==> src/hdl/shfc_pkg.sv <==
// Purpose: shared constants for the serial host port with hold-off flow control
// Assumes: one clock, synchronous active-high reset
// Notes:   every frame is 11 bits: start, 8 data/parity bits, two stops
package shfc_pkg;

	localparam int          CLK_HZ_DEFAULT  = 200_000_000;
	localparam int          RX_FULL_CHARS   = 100;
	localparam int          RESP_MAX_CHARS  = 80;
	localparam int          TX_FIFO_DEPTH   = 8;
	localparam int          KEY_COUNT       = 8;
	localparam int          LOCAL_KEY_INDEX = 0;
	localparam int          FRAME_BITS      = 11;
	localparam int          DIV_W           = 20;

	// baud rates and their select codes
	localparam int          RATE_300        = 300;
	localparam int          RATE_600        = 600;
	localparam int          RATE_1200       = 1200;
	localparam int          RATE_2400       = 2400;
	localparam int          RATE_4800       = 4800;
	localparam int          RATE_9600       = 9600;
	localparam logic [2:0]  BAUD_300        = 3'h0;
	localparam logic [2:0]  BAUD_600        = 3'h1;
	localparam logic [2:0]  BAUD_1200       = 3'h2;
	localparam logic [2:0]  BAUD_2400       = 3'h3;
	localparam logic [2:0]  BAUD_4800       = 3'h4;
	localparam logic [2:0]  BAUD_9600       = 3'h5;

	// parity select codes; parity also fixes the data width
	localparam logic [1:0]  PAR_NONE_8      = 2'h0;
	localparam logic [1:0]  PAR_EVEN_7      = 2'h1;
	localparam logic [1:0]  PAR_ODD_7       = 2'h2;

	// characters the port itself acts on
	localparam logic [7:0]  CHAR_CANCEL     = 8'h03;
	localparam logic [7:0]  CHAR_NL         = 8'h0A;
	localparam logic [7:0]  CHAR_CR         = 8'h0D;
	localparam logic [7:0]  CHAR_DQUOTE     = 8'h22;
	localparam logic [7:0]  CHAR_SQUOTE     = 8'h27;
	localparam logic [7:0]  CHAR_ZERO       = 8'h30;
	localparam logic [7:0]  CHAR_SEMI       = 8'h3B;
	localparam logic [7:0]  CHAR_QUERY      = 8'h3F;
	localparam logic [7:0]  CHAR_LOW_A      = 8'h61;
	localparam logic [7:0]  CHAR_LOW_Z      = 8'h7A;
	localparam logic [7:0]  CASE_BIT        = 8'h20;

	typedef enum logic [1:0] {MODE_LOCAL, MODE_REMOTE, MODE_LOCKOUT} shfc_mode_t;

endpackage : shfc_pkg

==> src/hdl/shfc_fifo.sv <==
// Purpose: small synchronous FIFO with a registered head word
// Assumes: DEPTH is a power of two; flush drops everything at once
// Notes:   capacity is DEPTH in memory plus the head register
`timescale 1ns/10ps
module shfc_fifo #(
	parameter int WIDTH = 9,
	parameter int DEPTH = 8
)(
	input  wire logic             clk,
	input  wire logic             rst,
	input  wire logic             flush,
	input  wire logic             in_valid,
	output logic                  in_ready,
	input  wire logic [WIDTH-1:0] in_data,
	output logic                  out_valid,
	input  wire logic             out_ready,
	output logic      [WIDTH-1:0] out_data
);
	localparam int AW = $clog2(DEPTH);

	initial begin
		if (DEPTH < 2 || (1 << AW) != DEPTH)
			$error("shfc_fifo: DEPTH must be a power of two, at least 2");
	end

	logic [WIDTH-1:0] mem_q [DEPTH];
	logic [AW-1:0]    wr_q;
	logic [AW-1:0]    rd_q;
	logic [AW:0]      cnt_q;
	logic             push;
	logic             load;
	logic             bypass;
	logic             wr_mem;
	logic             rd_mem;

	// head register refills whenever it is empty or being taken
	assign in_ready  = (cnt_q != (AW+1)'(DEPTH));
	assign push      = in_valid & in_ready;
	assign load      = ~out_valid | out_ready;
	assign bypass    = load & (cnt_q == '0);
	assign rd_mem    = load & (cnt_q != '0);
	assign wr_mem    = push & ~bypass;

	always_ff @(posedge clk) begin
		if (wr_mem)
			mem_q[wr_q] <= in_data;
	end

	// pointers, fill count and the head word
	always_ff @(posedge clk) begin
		if (rst | flush) begin
			wr_q      <= '0;
			rd_q      <= '0;
			cnt_q     <= '0;
			out_valid <= 1'b0;
			out_data  <= '0;
		end else begin
			if (wr_mem)
				wr_q <= wr_q + 1'b1;
			if (rd_mem)
				rd_q <= rd_q + 1'b1;
			cnt_q <= cnt_q + (AW+1)'(wr_mem) - (AW+1)'(rd_mem);
			if (load) begin
				out_valid <= rd_mem | push;
				out_data  <= rd_mem ? mem_q[rd_q] : in_data;
			end
		end
	end

endmodule : shfc_fifo

==> src/hdl/shfc_serial_port.sv <==
// Purpose: serial host port: framing, hold-off flow control, message tracking
// Assumes: parser pulses remote/local commands and rx_consumed; pins unsynchronised
// Notes:   dtr_pin/dsr_pin high means TRUE; line idles high
// Functional notes
// - receive buffer full: drop terminal-ready
// - space freed: raise terminal-ready unless talking
// - query answered: terminal-ready false until sent
// - check host ready before each character
// - suspended output keeps terminal-ready false
// - cancel aborts and discards pending output
// - one start bit, two stop bits
// - commands accepted only after remote mode
// - key lockout by local/remote/lockout mode
// - newline terminates; CR then newline accepted
// - termination resets command path to root
// - semicolon keeps the command path
// - respond only after a query
// - boolean answers are single 0 or 1
// - accept mixed case, fold to upper outside quoted strings
// - quoted strings; doubled quote is literal
// - responses end CR newline; short ones capped
// - six selectable baud rates, 9600 default
// - parity choice fixes seven or eight data bits
// - after cancel terminal-ready returns true
`timescale 1ns/10ps
module shfc_serial_port
	import shfc_pkg::*;
#(
	parameter int CLK_HZ    = CLK_HZ_DEFAULT,
	parameter int RX_FULL   = RX_FULL_CHARS,
	parameter int RESP_MAX  = RESP_MAX_CHARS,
	parameter int TX_DEPTH  = TX_FIFO_DEPTH,
	parameter int KEYS      = KEY_COUNT,
	parameter int LOCAL_KEY = LOCAL_KEY_INDEX
)(
	input  wire logic            clk,
	input  wire logic            rst,
	input  wire logic [2:0]      baud_sel,
	input  wire logic [1:0]      parity_sel,
	input  wire logic            rxd_pin,
	output logic                 txd_pin,
	output logic                 dtr_pin,
	input  wire logic            dsr_pin,
	output logic                 rx_valid,
	output logic [7:0]           rx_data,
	output logic                 rx_in_string,
	output logic                 rx_parity_err,
	input  wire logic            rx_consumed,
	output logic                 rx_full,
	output logic                 msg_end,
	output logic                 cmd_sep,
	input  wire logic            remote_command,
	input  wire logic            local_command,
	input  wire logic            remote_lockout_command,
	output logic                 cmd_enable,
	input  wire logic [KEYS-1:0] key_in,
	output logic [KEYS-1:0]      key_out,
	input  wire logic            tx_valid,
	output logic                 tx_ready,
	input  wire logic [7:0]      tx_data,
	input  wire logic            tx_bool,
	input  wire logic            tx_reading,
	input  wire logic            tx_last,
	output logic                 talk_active,
	output logic                 dev_clear
);
	initial begin
		if (CLK_HZ / RATE_300 >= (1 << DIV_W) || CLK_HZ / RATE_9600 < 4)
			$error("shfc_serial_port: CLK_HZ outside divider range");
		if (RX_FULL < 2 || RX_FULL > 255 || RESP_MAX < 2 || RESP_MAX > 255)
			$error("shfc_serial_port: RX_FULL/RESP_MAX out of range");
		if (LOCAL_KEY >= KEYS)
			$error("shfc_serial_port: LOCAL_KEY beyond KEYS");
	end

	typedef enum logic [1:0] {RX_IDLE, RX_START, RX_BITS} shfc_rx_state_t;
	typedef enum logic {TX_IDLE, TX_SHIFT} shfc_tx_state_t;

	// bit period in clocks for the selected rate
	function automatic logic [DIV_W-1:0] shfc_div(input logic [2:0] code);
		unique case (code)
			BAUD_300:  return DIV_W'(CLK_HZ / RATE_300);
			BAUD_600:  return DIV_W'(CLK_HZ / RATE_600);
			BAUD_1200: return DIV_W'(CLK_HZ / RATE_1200);
			BAUD_2400: return DIV_W'(CLK_HZ / RATE_2400);
			BAUD_4800: return DIV_W'(CLK_HZ / RATE_4800);
			default:   return DIV_W'(CLK_HZ / RATE_9600);
		endcase
	endfunction : shfc_div

	logic [DIV_W-1:0] div_q;
	logic [1:0]       rxd_sync_q;
	logic [1:0]       dsr_sync_q;
	logic             rxd_s;
	logic             dsr_s;

	// illegal select codes fall back to the default rate
	always_ff @(posedge clk) begin
		if (rst)
			div_q <= DIV_W'(CLK_HZ / RATE_9600);
		else
			div_q <= shfc_div(baud_sel);
	end

	// pin synchronisers; idle-high reset avoids a false start bit
	always_ff @(posedge clk) begin
		if (rst) begin
			rxd_sync_q <= 2'h3;
			dsr_sync_q <= 2'h0;
		end else begin
			rxd_sync_q <= {rxd_sync_q[0], rxd_pin};
			dsr_sync_q <= {dsr_sync_q[0], dsr_pin};
		end
	end
	assign rxd_s = rxd_sync_q[1];
	assign dsr_s = dsr_sync_q[1];

	// ---------------- receiver ----------------
	shfc_rx_state_t   rx_st_q;
	logic [DIV_W-1:0] rx_cnt_q;
	logic [3:0]       rx_bit_q;
	logic [9:0]       rx_sh_q;
	logic             rx_done_q;
	logic [7:0]       rx_char;
	logic             par_bad;
	logic             rx_good;
	logic             cancel_ev;
	logic             chr_ev;

	// mid-bit sampling: half period to the start centre, then full periods
	always_ff @(posedge clk) begin
		if (rst) begin
			rx_st_q   <= RX_IDLE;
			rx_cnt_q  <= '0;
			rx_bit_q  <= '0;
			rx_sh_q   <= '0;
			rx_done_q <= 1'b0;
		end else begin
			rx_done_q <= 1'b0;
			unique case (rx_st_q)
				RX_IDLE: begin
					if (!rxd_s) begin
						rx_cnt_q <= div_q >> 1;
						rx_st_q  <= RX_START;
					end
				end
				RX_START: begin
					if (rx_cnt_q != '0) begin
						rx_cnt_q <= rx_cnt_q - 1'b1;
					end else if (!rxd_s) begin
						rx_cnt_q <= div_q - 1'b1;
						rx_bit_q <= '0;
						rx_st_q  <= RX_BITS;
					end else begin
						rx_st_q <= RX_IDLE; // glitch, not a start bit
					end
				end
				RX_BITS: begin
					if (rx_cnt_q != '0) begin
						rx_cnt_q <= rx_cnt_q - 1'b1;
					end else begin
						rx_sh_q  <= {rxd_s, rx_sh_q[9:1]};
						rx_cnt_q <= div_q - 1'b1;
						rx_bit_q <= rx_bit_q + 1'b1;
						if (rx_bit_q == 4'h9) begin
							rx_done_q <= 1'b1;
							rx_st_q   <= RX_IDLE;
						end
					end
				end
			endcase
		end
	end

	// decode: 7 data bits plus parity, or 8 data bits
	always_comb begin
		rx_char = rx_sh_q[7:0];
		par_bad = 1'b0;
		if (parity_sel != PAR_NONE_8) begin
			rx_char = {1'b0, rx_sh_q[6:0]};
			par_bad = (parity_sel == PAR_ODD_7) ? ~^rx_sh_q[7:0] : ^rx_sh_q[7:0];
		end
	end

	// both stop bits must be high or the frame is dropped
	assign rx_good   = rx_done_q & rx_sh_q[8] & rx_sh_q[9];
	assign cancel_ev = rx_good & (rx_char == CHAR_CANCEL);
	assign chr_ev    = rx_good & ~cancel_ev;

	// ---------------- message tracking ----------------
	logic       in_str_q;
	logic [7:0] quote_q;
	logic       query_q;
	logic       talk_q;
	logic       is_nl;
	logic       is_quote;
	logic       tx_lf_done;

	assign is_nl    = (rx_char == CHAR_NL);
	assign is_quote = (rx_char == CHAR_SQUOTE) || (rx_char == CHAR_DQUOTE);

	// a doubled delimiter leaves then re-enters the string, so it stays literal
	always_ff @(posedge clk) begin
		if (rst || cancel_ev || (chr_ev && is_nl)) begin
			in_str_q <= 1'b0;
			quote_q  <= '0;
		end else if (chr_ev) begin
			if (in_str_q && rx_char == quote_q)
				in_str_q <= 1'b0;
			else if (!in_str_q && is_quote) begin
				in_str_q <= 1'b1;
				quote_q  <= rx_char;
			end
		end
	end

	// a query seen before the newline makes the port talk
	// a fresh query newline wins over the end of the old reply, so it is not lost
	always_ff @(posedge clk) begin
		if (rst || cancel_ev) begin
			query_q <= 1'b0;
			talk_q  <= 1'b0;
		end else begin
			if (tx_lf_done)
				talk_q <= 1'b0;
			if (chr_ev && is_nl) begin
				query_q <= 1'b0;
				if (query_q)
					talk_q <= 1'b1;
			end else if (chr_ev && !in_str_q && rx_char == CHAR_QUERY) begin
				query_q <= 1'b1;
			end
		end
	end

	// registered character stream for the parser
	always_ff @(posedge clk) begin
		if (rst) begin
			rx_valid      <= 1'b0;
			rx_data       <= '0;
			rx_in_string  <= 1'b0;
			rx_parity_err <= 1'b0;
			msg_end       <= 1'b0;
			cmd_sep       <= 1'b0;
			dev_clear     <= 1'b0;
		end else begin
			rx_valid      <= chr_ev;
			rx_in_string  <= in_str_q;
			rx_parity_err <= chr_ev & par_bad;
			// CR passes as data; only the newline ends a message
			msg_end       <= chr_ev & is_nl;
			cmd_sep       <= chr_ev & ~in_str_q & (rx_char == CHAR_SEMI);
			dev_clear     <= cancel_ev;
			if (!in_str_q && rx_char >= CHAR_LOW_A && rx_char <= CHAR_LOW_Z)
				rx_data <= rx_char & ~CASE_BIT;
			else
				rx_data <= rx_char;
		end
	end

	// ---------------- receive occupancy ----------------
	logic [7:0] rx_cnt_chars_q;

	// counts characters the parser has not consumed yet; saturates
	always_ff @(posedge clk) begin
		if (rst || cancel_ev)
			rx_cnt_chars_q <= '0;
		else if (chr_ev && !rx_consumed && rx_cnt_chars_q != 8'hFF)
			rx_cnt_chars_q <= rx_cnt_chars_q + 1'b1;
		else if (!chr_ev && rx_consumed && rx_cnt_chars_q != '0)
			rx_cnt_chars_q <= rx_cnt_chars_q - 1'b1;
	end
	assign rx_full = (rx_cnt_chars_q >= 8'(RX_FULL));

	// ---------------- mode and keys ----------------
	shfc_mode_t mode_q;

	// the local key itself drops remote mode, but never lockout
	always_ff @(posedge clk) begin
		if (rst)
			mode_q <= MODE_LOCAL;
		else if (remote_lockout_command)
			mode_q <= MODE_LOCKOUT;
		else if (remote_command)
			mode_q <= MODE_REMOTE;
		else if (local_command || (mode_q == MODE_REMOTE && key_in[LOCAL_KEY]))
			mode_q <= MODE_LOCAL;
	end
	assign cmd_enable = (mode_q != MODE_LOCAL);

	always_ff @(posedge clk) begin
		if (rst)
			key_out <= '0;
		else
			unique case (mode_q)
				MODE_LOCAL:   key_out <= key_in;
				MODE_REMOTE:  key_out <= key_in & (KEYS'(1) << LOCAL_KEY);
				MODE_LOCKOUT: key_out <= '0;
				default:      key_out <= '0;
			endcase
	end

	// ---------------- response write side ----------------
	logic       closed_q;
	logic [7:0] resp_len_q;
	logic [7:0] tx_char;
	logic       keep;
	logic       push_ok;
	logic       f_in_ready;
	logic       f_out_valid;
	logic       f_out_ready;
	logic [8:0] f_out_data;

	// writes are refused outside a query answer
	assign tx_ready = talk_q & ~closed_q & f_in_ready;
	assign tx_char  = tx_bool ? (CHAR_ZERO | {7'h0, tx_data[0]}) : tx_data;
	// short answers are capped; the overflow is swallowed, the last kept
	assign keep     = tx_last | tx_reading | (resp_len_q < 8'(RESP_MAX - 1));
	assign push_ok  = tx_valid & tx_ready;

	always_ff @(posedge clk) begin
		if (rst || cancel_ev || !talk_q || (chr_ev && is_nl && query_q)) begin
			closed_q   <= 1'b0;
			resp_len_q <= '0;
		end else if (push_ok) begin
			closed_q <= tx_last;
			if (keep)
				resp_len_q <= resp_len_q + 1'b1;
		end
	end

	shfc_fifo #(
		.WIDTH (9),
		.DEPTH (TX_DEPTH)
	) u_tx_fifo (
		.clk       (clk),
		.rst       (rst),
		.flush     (cancel_ev),
		.in_valid  (push_ok & keep),
		.in_ready  (f_in_ready),
		.in_data   ({tx_last, tx_char}),
		.out_valid (f_out_valid),
		.out_ready (f_out_ready),
		.out_data  (f_out_data)
	);

	// ---------------- transmitter ----------------
	shfc_tx_state_t       tx_st_q;
	logic [FRAME_BITS-1:0] tx_sh_q;
	logic [DIV_W-1:0]     tx_cnt_q;
	logic [3:0]           tx_bit_q;
	logic [1:0]           eol_q;
	logic                 tx_is_lf_q;
	logic                 tx_pend;
	logic                 tx_go;
	logic [7:0]           ld_char;
	logic                 ld_b8;

	assign tx_pend     = (eol_q != 2'h0) | f_out_valid;
	// host ready is checked only between characters
	assign tx_go       = (tx_st_q == TX_IDLE) & tx_pend & dsr_s & ~cancel_ev;
	assign f_out_ready = tx_go & (eol_q == 2'h0);
	assign tx_lf_done  = (tx_st_q == TX_SHIFT) & (tx_cnt_q == '0) &
	                     (tx_bit_q == 4'hA) & tx_is_lf_q;

	// character to load and its eighth bit (data or parity)
	always_comb begin
		ld_char = f_out_data[7:0];
		if (eol_q == 2'h2)
			ld_char = CHAR_CR;
		else if (eol_q == 2'h1)
			ld_char = CHAR_NL;
		unique case (parity_sel)
			PAR_EVEN_7: ld_b8 = ^ld_char[6:0];
			PAR_ODD_7:  ld_b8 = ~^ld_char[6:0];
			default:    ld_b8 = ld_char[7];
		endcase
	end

	// frame: start, 8 bits LSB first, two stops; cancel drops mid-frame
	always_ff @(posedge clk) begin
		if (rst || cancel_ev) begin
			tx_st_q    <= TX_IDLE;
			tx_sh_q    <= '1;
			tx_cnt_q   <= '0;
			tx_bit_q   <= '0;
			eol_q      <= 2'h0;
			tx_is_lf_q <= 1'b0;
		end else begin
			unique case (tx_st_q)
				TX_IDLE: begin
					if (tx_go) begin
						tx_sh_q    <= {2'h3, ld_b8, ld_char[6:0], 1'b0};
						tx_cnt_q   <= div_q - 1'b1;
						tx_bit_q   <= '0;
						tx_st_q    <= TX_SHIFT;
						tx_is_lf_q <= (eol_q == 2'h1);
						if (eol_q != 2'h0)
							eol_q <= eol_q - 1'b1;
						else if (f_out_data[8])
							eol_q <= 2'h2;
					end
				end
				TX_SHIFT: begin
					if (tx_cnt_q != '0) begin
						tx_cnt_q <= tx_cnt_q - 1'b1;
					end else begin
						tx_sh_q  <= {1'b1, tx_sh_q[FRAME_BITS-1:1]};
						tx_cnt_q <= div_q - 1'b1;
						tx_bit_q <= tx_bit_q + 1'b1;
						if (tx_bit_q == 4'hA)
							tx_st_q <= TX_IDLE;
					end
				end
			endcase
		end
	end

	// ---------------- pins ----------------
	// terminal-ready is true only when none of the three hold-off causes is present
	always_ff @(posedge clk) begin
		if (rst) begin
			txd_pin <= 1'b1;
			dtr_pin <= 1'b0;
		end else begin
			txd_pin <= tx_sh_q[0];
			dtr_pin <= ~rx_full & ~talk_q & ~(tx_pend & ~dsr_s);
		end
	end
	assign talk_active = talk_q;

endmodule : shfc_serial_port

==> config.mk <==
export PLATFORM = sky130hd
export DESIGN_NAME = shfc_serial_port
export DESIGN_NICKNAME = d
export VERILOG_FILES = /design/src/hdl/shfc_pkg.sv /design/src/hdl/shfc_fifo.sv /design/src/hdl/shfc_serial_port.sv
export SDC_FILE = /design/constraint.sdc
export NUM_CORES = 1
export LEC_CHECK = 0
export ABC_AREA = 1
export BUFFER_PORTS_ARGS = -buffer_cell sky130_fd_sc_hd__buf_2
export CORE_MARGIN = 1
export CORE_UTILIZATION = 41
export CTS_CLUSTER_DIAMETER = 50
export DETAILED_ROUTE_END_ITERATION = 12
export PLACE_DENSITY = 0.57
export SLEW_MARGIN = 15
export SYNTH_ARGS = -nofsm -noshare
export SYNTH_HDL_FRONTEND = slang
export SYNTH_SLANG_ARGS = --single-unit
export TNS_END_PERCENT = 10
==> constraint.sdc <==
create_clock -name clk -period 2.4 [get_ports clk]
set_input_delay 0.12 -clock clk [delete_from_list [all_inputs] [get_ports clk]]
set_output_delay 0.12 -clock clk [all_outputs]
set_load 0.1 [all_outputs]
==> metrics <==
run status completed; setup TNS 0 ns; DR iter-0 viols 713; CTS clk-pin slew, worst paths 0.06 ns; Reg-to-Reg Start rx_sh_q[3]; CP Max Fanout 5; CP max stage cell fa_2; latest clock arrival within the worst-skew pair 0.53 ns; Final Setup Violations 0; cell taking the most area after synthesis dfxtp_1; Seq/Total Area, Yosys 44.7%; vias in the first global route 10100; top-area cell type share of the netlist area 27.4%; most frequent cells in the layout 295 x nand2_1, 184 x nor2_1, 165 x dfxtp_1; CP Launch Point rx_sh_q[3]; Initial Utilization 41.9%; die height 177 um; antenna cells 0; commonest non-fill, non-tap cell in the layout nand2_1; CP max stage delay 0.36 ns; Top delay family on crit path adder cells; Worst Setup Start Kind register; Syn Nets 1639; Critical path buffers and inverters 3; ANT nets after route 0; worst slew pin tran 0.759 ns; Synth async-reset ratio 0%; die area 31200 um2; GR Util All Layers 21.2%; CTS tree yes; row cnt 63; CTS Buf Count 35; main area contributors after synthesis dfxtp_1 27%, edfxtp_1 17%, nand2_1 8.9%; Yosys cell types 55; Syn Inst Count 1559; Setup WS pre-CTS -0.0609 ns; DR WL/cell 15.3 um; P&R area growth vs syn 21.4%; leading register cell type out of synthesis dfxtp_1; R2R Setup Slk 0.10 ns; Critical R2R Capture rx_cnt_chars_q[6]; Fin Hold WS 0.0523 ns; HP Start tx_data[5]; hold endpoint u_tx_fifo.mem_q[3][5]; WP data required 2.79 ns; final net count 1785; DR vias/cell 5.03; crit path DAT 2.69 ns; Leakage Power 6.58 nW; # placed instances 2034; Avg Cell Area, Syn 8.01 um2; number of flops mapped to enable cells by yosys 72; flops & latches, synth 243; hold path cells 2; Max-cap violations 0; max_slew headroom 49.2%; final worst setup slack 0.102 ns; first-pass GRT wire length 52.4 mm; Setup Skew 0.0247 ns; Root Driver clkbuf_16; unrepaired setup endpoints after global routing yes; Hold WC Path Type primary input to register; crit end category register; Vias 10700; gpl congestion 0.873; Slew Viols, Final 0; fin crit period 2.30 ns; VDD IR max 0.461 mV; fraction of layout cells with a size suffix above 1 18.2%; Layout Cells excl Fill 2120; PortBufs 60; CTS max path bufs 3; Final Hold Viols 0; total gr overflow 0; Die X 177 um; fmax 435 MHz; wirelength, routed 32.5 mm; Ys Warns 0; Sink Count 243; core area 29800 um2; CP Cell Sequence inv_1 -> ha_2 -> buf_6 -> nand3_4 -> nand2_4 -> nor2_4 -> o21ai_4 -> buf_6 -> fa_2 -> nand3_2 -> nand2_2 -> nand2_1 -> nand2_1 -> a21oi_2 -> xor2_1 -> a21oi_1; Post-Synthesis Cell Area 12500 um2; worst setup path category register to register; pwr/cell area 901 nW/um2; initial antenna violation count 0; residual DRC count 0; DP HPWL 23.1 mm; largest net degree at the start of global routing 37; io pins 61; CTS H-Tree Depth 2; Tcrit/Tclk final 95.8%; Worst R2R Path Depth 16; drt pass-1 iters 5
[worst max path at each step]
stage,endpoint,slack [ns],cells past startpoint
2_1_floorplan,u_tx_fifo.cnt_q[1],-0.25,11
3_3_place_gp,u_tx_fifo.cnt_q[1],-0.04,19
3_5_place_dp,u_tx_fifo.cnt_q[1],-0.06,19
4_1_cts,u_tx_fifo.cnt_q[1],0.002,15
5_1_grt,rx_cnt_chars_q[6],-0.03,15
6_report,rx_cnt_chars_q[6],0.10,16
[routing by layer]
layer	vias to the layer above	track usage, %	routed length [um]
met1	4890	29.5	15600
li1	5464	-	-
met4	0	7.11	784
met2	248	33.3	14400
met5	-	0	0
met3	57	3.40	1660
[worst reg2reg max path, cell delays in order, from the launching register on]
cell and delay [ns]:
dfxtp_2 0.32, inv_1 0.05, ha_2 0.20, buf_6 0.13, nand3_4 0.09, nand2_4 0.06, nor2_4 0.13, o21ai_4 0.10
buf_6 0.13, fa_2 0.36, nand3_2 0.07, nand2_2 0.05, nand2_1 0.05, nand2_1 0.07, a21oi_2 0.15, xor2_1 0.15
a21oi_1 0.08
[synthesized netlist by cell type, drive strengths merged, types with 2 or more instances]
cell	instances
inv	186
xnor2	15
fa	2
a31oi	7
and2	2
nor3	21
edfxtp	72
nand3	117
a21oi	104
mux2i	2
o221ai	12
dfxtp	171
xor2	28
nor4	5
clkbuf	19
buf	27
nor3b	4
nand4	22
clkinv	3
o211ai	24
a211oi	6
ha	45
nand2	316
nor2	212
or2	13
o21ai	117
[kinds of logic after synthesis]
kind of cell / after synthesis / synth area share [%]
buffers and inverters: 235 / 8.07
multiplexers: 2 / 0.160
AND/OR/NAND/NOR: 713 / 26.6
XOR/XNOR: 43 / 3.02
AO/OA/AOI/OAI: 276 / 12.6
flip-flops: 243 / 44.7
adder cells (fa/ha/maj): 47 / 4.83
[layout make-up]
type / instances / area (um2)
multi-input combinational: 1081 / 6050
tap: 390 / 488
clock inverter: 22 / 236
fill: 2848 / 14600
clock buffer: 40 / 915
inverter: 189 / 732
sequential: 243 / 5600
timing repair buffer: 155 / 1140
[state kept, by name, indices dropped and copies added (netlist names), 8 cells and up, named ones only]
signal              flops
u_tx_fifo.out_data      9
u_tx_fifo.mem_q        72
resp_len_q              8
div_q                  16
rx_cnt_chars_q          8
tx_cnt_q               20
rx_cnt_q               20
tx_sh_q                 9
rx_sh_q                10
key_out                 8
quote_q                 8
rx_data                 8
[through the flow]
step                      power [W]  util [%]  area, um2
final                        0.0137      50.9      15200
after floorplan             0.00764         -      12500
after global routing         0.0145      50.9      15200
after global placement      0.00859      45.8      13600
after detailed placement    0.00862      45.8      13600
after CTS                    0.0137      50.4      15000
[what timing repair did]
item / 4_1_cts / 5_1_grt
setup endpoints to repair: 3 / 38
buffers inserted: 0 / 2
gates resized for setup: 2 / 31
pin swaps: 0 / 16
hold endpoints to repair: 44 / 0
hold buffers: 22 / 0
[power breakdown]
part	switching, W	internal [W]
Sequential	0.000257	0.00452
Combinational	0.00251	0.00134
Clock	0.00201	0.00302
Total	0.00478	0.00888
Power figures use the tool's default switching activity.
